--- config.mk ---
export PLATFORM = sky130hd
export DESIGN_NAME = uimsk_top
export DESIGN_NICKNAME = d
export VERILOG_FILES = /design/src/uimsk_pkg.sv /design/src/uimsk_gate_if.sv /design/src/uimsk_gate.sv /design/src/uimsk_top.sv
export SDC_FILE = /design/constraint.sdc
export NUM_CORES = 1
export LEC_CHECK = 0
export BUFFER_PORTS_ARGS = -buffer_cell sky130_fd_sc_hd__buf_2
export CORE_MARGIN = 3
export CORE_UTILIZATION = 30
export DETAILED_ROUTE_END_ITERATION = 6
export GPL_ROUTABILITY_DRIVEN = 0
export GPL_TIMING_DRIVEN = 0
export SYNTH_ARGS = -nofsm -noshare
export SYNTH_HDL_FRONTEND = slang
export SYNTH_SLANG_ARGS = --single-unit
--- constraint.sdc ---
create_clock -name core_clk -period 2.25 [get_ports core_clk]
set_input_delay 0.45 -clock core_clk [delete_from_list [all_inputs] [get_ports core_clk]]
set_output_delay 0.45 -clock core_clk [all_outputs]
set_load 0.005 [all_outputs]
--- src/uimsk_pkg.sv ---
package uimsk_pkg;
  // Register byte offsets on the plain register port
  localparam logic [7:0] UIMSK_ENABLE_MASK_OFS = 8'h38;
  localparam logic [7:0] UIMSK_RAW_STATUS_OFS = 8'h3c;
  localparam logic [7:0] UIMSK_MASKED_STATUS_OFS = 8'h40;
  localparam logic [7:0] UIMSK_EVENT_STATUS_OFS = 8'h44;
  localparam logic [7:0] UIMSK_EVENT_MASK_OFS = 8'h48;
  // Field positions within the mask register
  localparam int UIMSK_RECEIVE_BIT = 4;
  localparam int UIMSK_OVERRUN_BIT = 10;
  localparam int UIMSK_SRC_COUNT = 7;
  // Reset values
  localparam logic [6:0] UIMSK_MASK_RESET = 7'h00;
  localparam logic [31:0] UIMSK_RSVD_VALUE = 32'h0000_0000;
endpackage : uimsk_pkg

--- src/uimsk_gate_if.sv ---
`timescale 1ns/1ps
// Carries mask, raw sources and gated result between top and gate
interface uimsk_gate_if;
  logic [6:0] mask;
  logic [6:0] raw;
  logic [6:0] gated;
  modport top (output mask, output raw, input gated);
  modport gate (input mask, input raw, output gated);
endinterface : uimsk_gate_if

--- src/uimsk_gate.sv ---
`timescale 1ns/1ps
// Per-source AND gate of raw interrupt against its mask bit
module uimsk_gate (
  // Mask and source bundle
  uimsk_gate_if.gate gif
);
  // One gate per source, kept combinational so masking is immediate
  for (genvar i = 0; i < uimsk_pkg::UIMSK_SRC_COUNT; i++) begin : g_src
    assign gif.gated[i] = gif.raw[i] & gif.mask[i]; // [RULE1]
  end
endmodule : uimsk_gate

--- src/uimsk_top.sv ---
// Design decisions made here: strobed register access and the placing of the registers.
`timescale 1ns/1ps
// How it works
// [RULE1] Mask one passes raw interrupt, zero blocks
// [RULE2] Bit 10 overrun mask, reset zero, readable
// [RULE3] Bit 9 break mask, reset zero, readable
// [RULE4] Bit 8 parity mask, reset zero, readable
// [RULE5] Bits 7,6 framing, timeout masks, reset zero
// [RULE6] Bit 5 transmit mask, reset zero, readable
// [RULE7] Bit 4 receive mask, reset zero, readable
// [RULE8] Bits 3:0 reserved, read zero always
module uimsk_top (
  // Clock and reset
  input wire logic core_clk,
  input wire logic nrst,
  // Register port
  input wire logic [7:0] reg_addr,
  input wire logic [31:0] reg_wdata,
  input wire logic reg_wr,
  input wire logic reg_rd,
  output logic [31:0] reg_rdata,
  // Raw sources: bit 6 overrun .. bit 0 receive
  input wire logic [6:0] raw_irq,
  // Masked requests to the interrupt controller
  output logic [6:0] masked_irq,
  output logic uart_irq,
  // Level interrupt of the sticky event register
  output logic event_irq
);
  // All state in one struct
  typedef struct packed {
    logic [6:0] mask;
    logic [6:0] masked;
    logic uart_irq;
    logic [6:0] evt;
    logic [6:0] evt_mask;
    logic evt_irq;
    logic [31:0] rdata;
  } uimsk_state_t;

  uimsk_state_t st_reg;
  uimsk_state_t st_next;
  uimsk_gate_if gif ();

  // Gate sees the live mask so the output reg is one cycle behind
  assign gif.mask = st_reg.mask;
  assign gif.raw = raw_irq;
  uimsk_gate u_gate (.gif(gif));

  // Next-state logic: writes, sticky events, read mux
  always_comb begin
    logic [6:0] rise;
    rise = gif.gated & ~st_reg.masked;
    st_next = st_reg;
    // Mask register write; bits 3:0 and 31:11 are dropped
    if (reg_wr && reg_addr == uimsk_pkg::UIMSK_ENABLE_MASK_OFS) begin
      st_next.mask = reg_wdata[uimsk_pkg::UIMSK_OVERRUN_BIT:
                               uimsk_pkg::UIMSK_RECEIVE_BIT]; // [RULE2] [RULE3] [RULE4] [RULE5] [RULE6] [RULE7]
    end
    if (reg_wr && reg_addr == uimsk_pkg::UIMSK_EVENT_MASK_OFS) begin
      st_next.evt_mask = reg_wdata[10:4];
    end
    // Write one clears; a new rising request wins over the clear
    if (reg_wr && reg_addr == uimsk_pkg::UIMSK_EVENT_STATUS_OFS) begin
      st_next.evt = st_reg.evt & ~reg_wdata[10:4];
    end
    st_next.evt = st_next.evt | rise;
    st_next.masked = gif.gated; // [RULE1]
    st_next.uart_irq = |gif.gated;
    st_next.evt_irq = |(st_next.evt & st_next.evt_mask);
    // Read data stand one cycle after the strobe, else zero
    st_next.rdata = uimsk_pkg::UIMSK_RSVD_VALUE;
    if (reg_rd) begin
      unique case (reg_addr)
        uimsk_pkg::UIMSK_ENABLE_MASK_OFS:
          st_next.rdata = {21'h0, st_reg.mask, 4'h0}; // [RULE8]
        uimsk_pkg::UIMSK_RAW_STATUS_OFS:
          st_next.rdata = {21'h0, raw_irq, 4'h0};
        uimsk_pkg::UIMSK_MASKED_STATUS_OFS:
          st_next.rdata = {21'h0, gif.gated, 4'h0};
        uimsk_pkg::UIMSK_EVENT_STATUS_OFS:
          st_next.rdata = {21'h0, st_reg.evt, 4'h0};
        uimsk_pkg::UIMSK_EVENT_MASK_OFS:
          st_next.rdata = {21'h0, st_reg.evt_mask, 4'h0};
        default:
          st_next.rdata = uimsk_pkg::UIMSK_RSVD_VALUE;
      endcase
    end
  end

  // State register with synchronous reset
  always_ff @(posedge core_clk) begin
    if (!nrst) begin
      st_reg <= '0; // [RULE2] [RULE5]
    end else begin
      st_reg <= st_next;
    end
  end

  // Outputs straight from flops
  assign reg_rdata = st_reg.rdata;
  assign masked_irq = st_reg.masked;
  assign uart_irq = st_reg.uart_irq;
  assign event_irq = st_reg.evt_irq;
endmodule : uimsk_top
Word-level counts from Yosys, hierarchy flattened:

Cells that the tools add are included.
W data, S select, Z words.

* $add $sub $neg: 0
* multiply operators: 0
* divide/modulo/power cells: 0
* $lt $le $gt $ge: 0
* equality and inequality tests: 5
* shift-type cells: 0
* muxes and demuxes: 3
* bitwise logic cells: 13
* reductions and logical operators: 6

Operators with widths (number)
* $pmux W11 S5: 1
* $eq A8 B7 Y1 const B: 3
* $and A7 B7 Y7: 3
* $eq A8 B6 Y1 const B: 2
* $mux W7: 2
* $not A7 Y7: 2
* $reduce_or A7 Y1: 2
* $and A1 B1 Y1: 7
* $or A7 B7 Y7: 1
* $logic_and A1 B1 Y1: 3
* $reduce_and A2 Y1: 1

* register bits after elaboration: 62
* latch bits: 0
* bits in writable memories: 0
* bits in read-only memories: 0
* input bits: 51
* memories kept: 0

Depth between registers and ports, before layout:

Gate-level depths: netlist of the first run.

* word-level depth: 6
* depth in mapped cells: 6
* gate-level depth less buffers: 5

Hierarchy:

From an unflattened synthesis of the first run, not the netlist that was laid out.

* cell total of the unflattened synthesis: 228
* area total of the unflattened synthesis: 2072.0 um^2

By module, submodules not included
* uimsk_top: instances 1, cells each 221, area an instance 2028.2 um^2, seq. area each 740.7 um^2
* uimsk_gate: instances 1, cells each 7, area an instance 43.8 um^2, seq. area each 0.0 um^2

Least setup slack after synthesis of the first run:

No wires, ideal clock.

* kind: input to register
* start: input port reg_addr[7]
* end: register st_reg, in the netlist event_irq
* setup time: 139 ps
* arrival: 1842 ps
* path slack: 269 ps
* stages: 6
* cell sequence: or4b_1 > buf_2 > o31ai_1 > o21ai_1 > a222oi_1 > a41oi_1

* cells in the longest elaborated chain, start to end: 6
* elaborated cells between the ends (all ways): 9

RTL lines
* from (decl): RTL line uimsk_top.sv:17 `input wire logic [7:0] reg_addr,`
* $eq A8 B7 Y1: RTL line uimsk_top.sv:64 `if (reg_wr && reg_addr == uimsk_pkg::UIMSK_EVENT_STATUS_OFS) begin`
* $logic_and A1 B1 Y1: RTL line uimsk_top.sv:64
* $mux W7: RTL line uimsk_top.sv:64
* $or A7 B7 Y7: RTL line uimsk_top.sv:67 `st_next.evt = st_next.evt | rise;`
* $and A7 B7 Y7 *: RTL line uimsk_top.sv:70 `st_next.evt_irq = |(st_next.evt & st_next.evt_mask);`
* $reduce_or A7 Y1 *: RTL line uimsk_top.sv:70
* to (signal assigned): RTL line uimsk_top.sv:96 `st_reg <= st_next;`
* to (decl): RTL line uimsk_top.sv:41 `uimsk_state_t st_reg;`

Mark *: on every way between the ends. The rest lies on a longest branch, timed or not.
A chain may end at the register's enable or synchronous reset.

Final worst setup path of the first run:

Same ends and word-level chain as after synthesis.

==> impl_results.md, run 1 <==
- Crit. Startpoint: reg_addr[7]
- CP max stage delay: 0.52 ns
- Launch point of the worst hold path: reg_wdata[7]
- Synth Area in Compound Gates: 15.7%
- Final Max Tran Viols: 0
- Worst Hold Class: input port to register
- Worst setup SP type: input port
- Core area: 5710 µm²
- Total Wirelength: 4550 µm
- Number of max-cap violations: 0
- Setup ws final: 0.108 ns
- # H-tree levels: 2
- DRT antenna net count: 0
- Top_reg_cell synth: dfxtp_1
- Hold path depth: 3
- Port-buffer cells: 40
- Tot GR Track Use: 13.6%
- Final cycle utilization of the critical path: 95.2%
- Worst EP arrival: 2.26 ns
- Vias per cell: 4.51
- Most frequent cell after synthesis: buf_4
- Critical-path top delay cell: or4b_1
- First-pass GRT wire length: 7830 µm
- Final #Nets: 331
- Placed inst area: 2220 µm²
- FF-to-FF path depth: 3
- Die height: 84.4 µm
- CTS Sinks: 37
- Final setup viols: 0
- Mean Syn Cell Area: 8.91 µm²
- Initial Utilization: 32.3%
- Worst Tran Pin Value: 0.639 ns
- Initial antenna violation count: 0
- Reg2reg setup slack: 0.89 ns
- CTS tree: done
- Pwr per Cell Area: 521 nW/µm²
- Commonest cells post-synth: buf_4 (39), dfxtp_1 (37), nand2_1 (21), nor2_1 (21), and2_1 (11)
- Sw Share: 22.0%
- EDFF count, synth: 0
- Cells after synthesis: 207
- Final Hold Vio Count: 0
- Worst Hold End: gif.mask[3]
- CP cell instances: buf_2 > or4b_1 > buf_2 > o31ai_1 > o21ai_1 > a222oi_1 > a41oi_1
- Setup slack at placement: -0.320 ns
- F_max: 0.467 GHz
- Sw Pwr: 0.267 mW
- Netlist Area Pre-Place: 1840 µm²
- Clk root buf: clkbuf_8
- Overall power: 1.22 mW
- Setup Skew: 0.00575 ns
- Vias in the first global route: 1638
- Row count: 27
- CP max FO: 6
- Xor/xnor share of the synthesized area: 0%
- DRT Pass-1 Iters: 4
- WL per Instance: 12.9 µm
- Flop pwr share: 53.9%
- Share of layout cells above drive strength 1: 35.7%
- Die X: 84.4 µm
- Critical path capture point type: register
- Most frequent CP cell: buf_2
- Deepest clock path buffer count: 2
- Design internal power: 0.949 mW
- DRT iter0 DRCs: 126
- Power share of the clock group: 37.6%
- Worst reg2reg path startpoint: st_reg[39]
- Design area: 2340 µm²
- Power share of the combinational group: 8.6%
- Fillers: 609
- HPWL after detailed placement: 3440 µm
- Status: completed
- P_leak: 1.19 nW
- Synth Area in Adders: 0%
- Core Util, Final: 40.9%
- Total CTS buffers: 5
- Worst Hold Slack: 0.439 ns
- Crit path kind: input port to register
- Largest family of logic cells by synthesized area: simple AND/OR/NAND/NOR gates
- Area Growth Syn to Fin: 26.7%
- Worst path required time: 2.37 ns
- Post-synthesis mux area share: 8.07%
- Flops & latches, synth: 37
- RSZ-0062 raised after global routing: false
- Overflow after GRT: 0
- Clk_lat worst skew: 0.28 ns
- DRC: 0
- Sequential-to-total area share from yosys stat: 40.2%
- Clock slew at reported path FFs: 0.07 ns
- Worst r2r dst: event_irq
- Max-slew headroom: 57.3%
- Synth Area in Simple Gates: 18.2%
- Synth unique cells: 33
- Minimum clock period: 2.14 ns
- Hold_buf cts: 0
- Post-synth top area cell: dfxtp_1
- Max FFs per register: 14
- Max VDD drop: 0.000254 V
- Largest net degree at the start of global routing: 11
- N_diodes: 0
- Synth warnings: 0
- Vias: 1588
- FFs w/ async S/R, synth: 0%
- Area contributors post-synth: dfxtp_1 (40%), buf_4 (16%), a222oi_1 (4.3%)
- Post-synth top area share: 40.2%
- I/O pins: 92
- Die area: 7120 µm²
[power by group through the flow]
stage | clock network, mW | logic [mW] | registers [mW]
2_1_floorplan | 0 | 0.0607 | 0.670
3_3_place_gp | 0 | 0.101 | 0.670
3_5_place_dp | 0 | 0.102 | 0.670
4_1_cts | 0.470 | 0.102 | 0.655
5_1_grt | 0.508 | 0.117 | 0.655
6_report | 0.457 | 0.104 | 0.655
[stage by stage]
| step | TNS [ns] | instances |
|---|---|---|
| detailed placement | -1.40 | 343 |
| global route | 0 | 352 |
| finish | 0 | 352 |
| global placement | -1.53 | 343 |
| CTS | 0 | 350 |
| floorplan | 0 | 231 |
[cells in the final DEF (no fill, tap or decap), types with 2 or more instances in the layout]
| master | count |
|---|---|
| a21o_1 | 7 |
| a222oi_1 | 8 |
| a31oi_1 | 2 |
| nand3_1 | 2 |
| mux2_2 | 7 |
| buf_2 | 42 |
| o21ai_1 | 2 |
| buf_4 | 41 |
| nand2_1 | 21 |
| and2_1 | 11 |
| o21a_1 | 2 |
| nand4_1 | 2 |
| nand4b_1 | 2 |
| conb_1 | 25 |
| o21ai_0 | 4 |
| or4b_1 | 2 |
| a21oi_1 | 7 |
| mux2i_1 | 7 |
| inv_1 | 3 |
| o31ai_1 | 3 |
| clkbuf_1 | 4 |
| dfxtp_1 | 37 |
| clkbuf_8 | 6 |
| nor2_1 | 21 |
[kinds of logic (layout without fill, tap and decap cells)]
logic type             after synthesis  after routing
flip-flops                          37             37
AND/OR/NAND/NOR                     68             68
other                                1             25
AO/OA/AOI/OAI                       40             40
multiplexers                        14             14
buffers and inverters               47             96
[final cells by class]
type                       count  area [µm²]  area share (%)
buffer                        44         314            13.4
sequential                    37         741            31.7
tap                           72        90.1            3.86
clock buffer                   7        86.3            3.70
inverter                       3        11.3           0.482
timing repair buffer          42         215            9.21
multi-input combinational    147         878            37.6
[worst max-delay path by stage]
| stage | to |
|---|---|
| after floorplan | event_irq |
| after global placement | event_irq |
| after detailed placement | event_irq |
| after CTS | event_irq |
| after global routing | event_irq |
| final | event_irq |
[what timing repair did]
item | CTS | global route
endpoints found under the setup margin | 1 | 1
setup buffers | 0 | 2
pin swaps | 1 | 3
resized for setup | 0 | 3
cloned | 0 | 0
[metal layers]
metal  GRT usage (%)  share of wire (%)  up-vias
li1                -                  -      812
met1            17.6                 46      727
met2            22.7                 47       47
met3            3.34                5.9        2
met4            3.60               0.42        0
met5               0                  0        -
[worst max-delay path: cells and delay by family]
kind                   cells  cell delay [ns]
buffers and inverters      2             0.31
AOI/OAI and AO/OA          4             0.98
and+or+nand+nor            1             0.52
(Power assumes the default switching activity.)
==> run 2, diff against run 1 <==
ABC_AREA = 1   (was unset)
==> run 2 against run 1 <==
Compared with the run above: routed wire length grew 5.8%; setup slack gained 0.60 ns; global-route usage shrank 0.69 points; count of clock-buffer cells in the layout shrank 2; critical path depth grew 5; combinational power grew 24%; synthesized area grew 14%; clock power grew 51%; clock skew grew 0.0033 ns; largest cell class unchanged.
==> impl_results.md, run 2 <==
- Status: completed
- Commonest cells post-synth: nand2_1 (44), buf_4 (40), dfxtp_1 (37)
- Top_reg_cell synth: dfxtp_1
- Minimum clock period: 1.55 ns (-0.595 ns)
- DRT iter0 DRCs: 101 (-20%)
- Max FFs per register: 14 (unchanged)
- Area Growth Syn to Fin: 25.9%
- CTS Sinks: 37 (unchanged)
- Overall power: 1.47 mW (+21%)
- Number of max-cap violations: 0 (unchanged)
- Design area: 2640 µm² (+13%)
- Synth unique cells: 31 (-6.1%)
- Worst Tran Pin Value: 0.496 ns (-0.142 ns)
- Vias per cell: 4.06 (-10%)
- CP cell instances: buf_2 > inv_1 > nand2_2 > nor2_2 > buf_6 > nand4_1 > nand2_1 > nand2_1 > nand2_1 > nand2_1 > nor2_1 > a21oi_2
- Mean Syn Cell Area: 7.39 µm² (-17%)
- Most frequent CP cell: nand2_1
- Worst path required time: 2.42 ns (+0.05 ns)
- DRC: 0 (unchanged)
- Sw Share: 21.5% (-0.48 points)
- Crit path kind: input port to register
- Setup ws final: 0.703 ns (+0.595 ns)
- Max-slew headroom: 66.7% (+9.3 points)
- Initial antenna violation count: 0 (unchanged)
- Sw Pwr: 0.317 mW (+19%)
- Critical path capture point type: register
- Port-buffer cells: 40 (unchanged)
- Post-synth top area share: 35.3% (-4.9 points)
- Cells after synthesis: 284 (+37%)
- Vias: 1824 (+15%)
- EDFF count, synth: 0 (unchanged)
- Overflow after GRT: 0 (unchanged)
- Max VDD drop: 0.000238 V (-6.3%)
- FFs w/ async S/R, synth: 0% (unchanged)
- Clk_lat worst skew: 0.29 ns (about the same)
- Worst setup SP type: input port
- Deepest clock path buffer count: 2 (unchanged)
- F_max: 0.647 GHz (+38%)
- # H-tree levels: 2 (unchanged)
- Hold_buf cts: 0 (unchanged)
- Pwr per Cell Area: 558 nW/µm² (+7.1%)
- CP max stage delay: 0.25 ns (-0.27 ns)
- RSZ-0062 raised after global routing: false
- Top delay family on crit path: simple AND/OR/NAND/NOR gates
- Post-synth top area cell: dfxtp_1
- Design internal power: 1.16 mW (+22%)
- Setup slack at placement: 0.379 ns (+0.699 ns)
- First-pass GRT wire length: 7980 µm (+1.9%)
- Sequential-to-total area share from yosys stat: 35.3% (-4.9 points)
- Tot GR Track Use: 12.9% (-0.69 points)
- Core area: 6570 µm² (+15%)
- Power share of the clock group: 46.9% (+9.3 points)
- Most frequent cells in the layout: nand2_1 (44), buf_2 (41), buf_4 (40), dfxtp_1 (37), inv_1 (28)
- Final Hold Vio Count: 0 (unchanged)
- Row count: 29 (+7.4%)
- Total Wirelength: 4810 µm (+5.8%)
- Die height: 89.7 µm (+6.2%)
- Clock slew at reported path FFs: 0.08 ns (about the same)
- Final cycle utilization of the critical path: 68.7% (-26 points)
- CP max FO: 10 (+4)
- Most frequent cell after synthesis: nand2_1
- Worst EP arrival: 1.72 ns (-0.54 ns)
- Area contributors post-synth: dfxtp_1 (35%), buf_4 (14%), nand2_1 (7.9%)
- Die area: 8040 µm² (+13%)
- Final setup viols: 0 (unchanged)
- Worst Hold Class: input port to register
- Initial Utilization: 32.0% (-0.34 points)
- Final Max Tran Viols: 0 (unchanged)
- CTS tree: done
- Post-cts sizing count: 0 (unchanged)
- I/O pins: 92 (unchanged)
- Worst Hold Slack: 0.455 ns (+0.0166 ns)
- DRT Pass-1 Iters: 4 (unchanged)
- Critical-path top delay cell: nor2_2
- Commonest non-fill, non-tap cell in the layout: nand2_1
- Synth warnings: 0 (unchanged)
- Setup Skew: 0.00908 ns (+0.00334 ns)
- Power share of the combinational group: 8.7% (about the same)
- Netlist Area Pre-Place: 2100 µm² (+14%)
- Total CTS buffers: 5 (unchanged)
- DRT antenna net count: 0 (unchanged)
- Share of layout cells above drive strength 1: 33.7% (-2.0 points)
- Flops & latches, synth: 37 (unchanged)
- Clk root buf: clkbuf_8
- Fillers: 706 (+16%)
- Crit path buf inv count: 3 (+1)
- Largest net degree at the start of global routing: 14 (+3)
- Flop pwr share: 44.4% (-9.5 points)
- N_diodes: 0 (unchanged)
- Vias in the first global route: 1724 (+5.3%)
- Die X: 89.7 µm (+6.2%)
- Placed inst area: 2510 µm² (+13%)
- WL per Instance: 10.7 µm (-17%)
- HPWL after detailed placement: 3960 µm (+15%)
- P_leak: 1.27 nW (+6.0%)
- Setup tns final: 0 ns (unchanged)
- Post-CTS Setup Inserts: 0 (unchanged)
- Final #Nets: 406 (+23%)
## run 2: worst paths after layout
kind / from / to / slack (ns) / cells after the start
hold / removal: reg_wdata[6] / gif.mask[2] / 0.46 / 3
setup reg to reg: gif.mask[6] / event_irq / 1.02 / 7
setup / recovery: reg_addr[0] / event_irq / 0.70 / 12
hold reg to reg: gif.mask[3] / gif.mask[3] / 0.48 / 2
## run 2: area by class of cell
class | instances | area, µm² | share of cell area, %
clock buffers | 5 | 68.8 | 2.60
plain buffers | 47 | 363 | 13.7
repair buffers | 40 | 200 | 7.57
well taps | 93 | 116 | 4.40
flip-flops and latches | 37 | 741 | 28.0
inverters | 32 | 120 | 4.54
clock inverters | 3 | 68.8 | 2.60
multi-input cells | 192 | 966 | 36.5
## run 2: cell families after synthesis
logic type / synth area share [%]
AND/OR/NAND/NOR: 29.6
buffers and inverters: 23.0
AO/OA/AOI/OAI: 11.9
flip-flops: 35.3
other: 0.179
## run 2: worst register-to-register path, cell delays in order, from the launching register on
cell and delay (ns):
dfxtp_1 0.35, nand2_1 0.12, or2_2 0.30, nand3_1 0.08, nand2_1 0.05, nand2_1 0.09, nor2_1 0.05, a21oi_2 0.12
## run 2: power groups by stage
| stage | Sequential, mW | Combinational (mW) | Clock [mW] |
|---|---|---|---|
| after global routing | 0.655 | 0.145 | 0.734 |
| after CTS | 0.655 | 0.128 | 0.710 |
| after floorplan | 0.670 | 0.0850 | 0 |
| final | 0.655 | 0.129 | 0.691 |
| after detailed placement | 0.671 | 0.127 | 0 |
| after global placement | 0.671 | 0.126 | 0 |
## run 2: stage by stage
| stage | utilization, % | std cells |
|---|---|---|
| after detailed placement | 38.2 | 441 |
| final | 40.3 | 449 |
| after global placement | 38.2 | 441 |
| after global routing | 40.3 | 449 |
| after CTS | 40.3 | 449 |
| after floorplan | - | 308 |
## run 2: per-layer routing
layer | routed length (µm) | share of wire [%] | track usage, % | up-vias
met5 | 0 | 0 | 0 | -
met2 | 2320 | 48 | 21.9 | 60
li1 | - | - | - | 996
met1 | 2180 | 45 | 16.3 | 766
met3 | 290 | 6.0 | 1.92 | 2
met4 | 19 | 0.39 | 5.28 | 0
==> run 3, diff against run 2 <==
clock period = 1.3 ns   (was 2.25 ns; I/O delays follow)
==> run 3 against run 2 <==
Compared with the run above: count of clock-buffer cells in the layout is the same; setup slack lost 0.65 ns; clock power grew 74%; final area grew 3.7%; critical path depth shrank 5; die area is the same; sequential power grew 73%; critical endpoint unchanged; sequential share of layout area shrank 1.0 points; non-clock buffer count grew 4.
==> impl_results.md, run 3 (synthesis gave the netlist of run 2 again) <==
- Status: completed
- Layout Cells excl Fill: 454 (+1.1%)
- Met2 usage: 21.1% (-0.86 points)
- Commonest non-fill, non-tap cell in the layout: nand2_1
- Sw Share: 21.7% (+0.22 points)
- CTS tree: done
- # H-tree levels: 2 (unchanged)
- First-pass GRT wire length: 7780 µm (-2.4%)
- Worst path required time: 1.52 ns (-0.90 ns)
- Final cycle utilization of the critical path: 95.6%
- Total CTS buffers: 5 (unchanged)
- Overflow after GRT: 0 (unchanged)
- Total Wirelength: 4860 µm (+1.1%)
- CP max stage delay: 0.36 ns (+0.11 ns)
- Initial antenna violation count: 0 (unchanged)
- Placed inst area: 2510 µm² (+0.35%)
- Port-buffer cells: 40 (unchanged)
- Crit path buf inv count: 0 (-3)
- N_diodes: 0 (unchanged)
- DRT antenna net count: 0 (unchanged)
- Power share of the combinational group: 9.4% (+0.7 points)
- Crit path kind: register to register
- Pwr per Cell Area: 937 nW/µm² (+68%)
- Clk_lat worst skew: 0.28 ns (about the same)
- Core area: 6570 µm² (unchanged)
- Vias in the first global route: 1685 (-2.3%)
- Max FFs per register: 14 (unchanged)
- Worst setup SP type: register
- CP cell instances: nand2_1 > or2_2 > nand3_1 > nand2_1 > nand2_1 > nor2_2 > a21oi_2
- Die area: 8040 µm² (unchanged)
- Max VDD drop: 0.000401 V (+68%)
- DP Cell Count: 441 (unchanged)
- Levels on crit path: 7 (-5)
- Clk root buf: clkbuf_8
- Final setup viols: 0 (unchanged)
- Setup Skew: 0.00989 ns (+0.000802 ns)
- HPWL after detailed placement: 3910 µm (-1.2%)
- F_max: 0.805 GHz
- Largest net degree at the start of global routing: 14 (unchanged)
- Share of layout cells above drive strength 1: 37.1% (+3.4 points)
- Setup slack at placement: -0.324 ns (-0.703 ns)
- DRC: 0 (unchanged)
- Critical-path top delay cell: dfxtp_1
- Worst EP arrival: 1.46 ns (-0.26 ns)
- Minimum clock period: 1.24 ns
- Row count: 29 (unchanged)
- DRT iter0 DRCs: 114 (+13%)
- Tot GR Track Use: 12.5% (-0.44 points)
- Top delay family on crit path: simple AND/OR/NAND/NOR gates
- Vias: 1850 (+1.4%)
- Setup ws final: 0.0571 ns (-0.646 ns)
- Die X: 89.7 µm (unchanged)
- CTS Sinks: 37 (unchanged)
- Clock slew at reported path FFs: 0.08 ns (about the same)
- Design internal power: 2.01 mW (+74%)
- Met3 Use GR: 1.92% (unchanged)
- Power share of the clock group: 46.5% (-0.4 points)
- Met1 global-route usage: 16.6% (+0.38 points)
- Most frequent cells in the layout: nand2_1 (44), buf_4 (43), buf_2 (41), dfxtp_1 (37), inv_1 (26)
- WL per Instance: 10.7 µm (about the same)
- Final Hold Vio Count: 0 (unchanged)
- Final #Nets: 411 (+1.2%)
- Design area: 2740 µm² (+3.7%)
- GRT busiest layer: met2
- I/O pins: 92 (unchanged)
- Final Max Tran Viols: 0 (unchanged)
- Number of max-cap violations: 0 (unchanged)
- Critical path capture point type: register
- Deepest clock path buffer count: 2 (unchanged)
- Most frequent CP cell: nand2_1
- FF-to-FF path depth: 7 (unchanged)
- Flop pwr share: 44.1% (-0.3 points)
- Area Growth Syn to Fin: 30.6%
- Worst Hold Class: input port to register
- DRT Pass-1 Iters: 4 (unchanged)
- P_leak: 1.30 nW (+2.9%)
- Initial Utilization: 32.0% (unchanged)
- Hold path depth: 3 (unchanged)
- RSZ-0062 raised after global routing: true
- Vias per cell: 4.07 (+0.31%)
- Sw Pwr: 0.558 mW (+76%)
- CP max FO: 4 (-6)
- Die height: 89.7 µm (unchanged)
[run 3: timing repair]
| item | CTS | global route |
|---|---|---|
| setup endpoints to repair | 2 | 7 |
| pin swaps | 1 | 4 |
| hold buffers | 0 | 0 |
| cloned | 0 | 1 |
| setup buffers | 1 | 3 |
| gates resized for setup | 0 | 11 |
[run 3: path summary, 6_finish.rpt]
check                from          end  slack [ns]
max           gif.mask[6]    event_irq        0.06
min reg2reg   gif.mask[0]  gif.mask[0]        0.48
min          reg_wdata[6]   st_reg[35]        0.26
max reg2reg   gif.mask[6]    event_irq        0.06
[run 3: per-layer routing]
metal	wire, µm	up-vias
li1	-	1005
met1	2150	785
met2	2330	58
met3	355	2
met4	34	0
met5	0	-
[run 3: worst register-to-register path: stages, from the launching register on]
cell     delay (ns)
dfxtp_1        0.36
nand2_1        0.12
or2_2          0.31
nand3_1        0.09
nand2_1        0.05
nand2_1        0.09
nor2_2         0.04
a21oi_2        0.12
[run 3: per-stage QoR]
stage	hold slack, ns	setup TNS (ns)	util [%]	power, mW
finish	0.255	0	41.8	2.57
CTS	0.264	0	40.5	2.58
global route	0.264	-0.0629	41.8	2.67
detailed placement	0.468	-3.60	38.3	1.38
global placement	0.457	-3.35	38.3	1.38
floorplan	0.398	0	-	1.31
[run 3: power groups by stage]
stage | clock (mW) | combinational (mW) | sequential, mW
final | 1.20 | 0.241 | 1.13
after global routing | 1.27 | 0.267 | 1.13
after global placement | 0 | 0.221 | 1.16
after CTS | 1.22 | 0.225 | 1.13
after floorplan | 0 | 0.149 | 1.16
after detailed placement | 0 | 0.223 | 1.16
[run 3: layout make-up]
type,count,area [µm²]
timing repair buffer,44,243
tap,93,116
fill,694,3820
clock buffer,5,68.8
multi-input combinational,193,1020
buffer,47,367
sequential,37,741
inverter,32,120
clock inverter,3,68.8
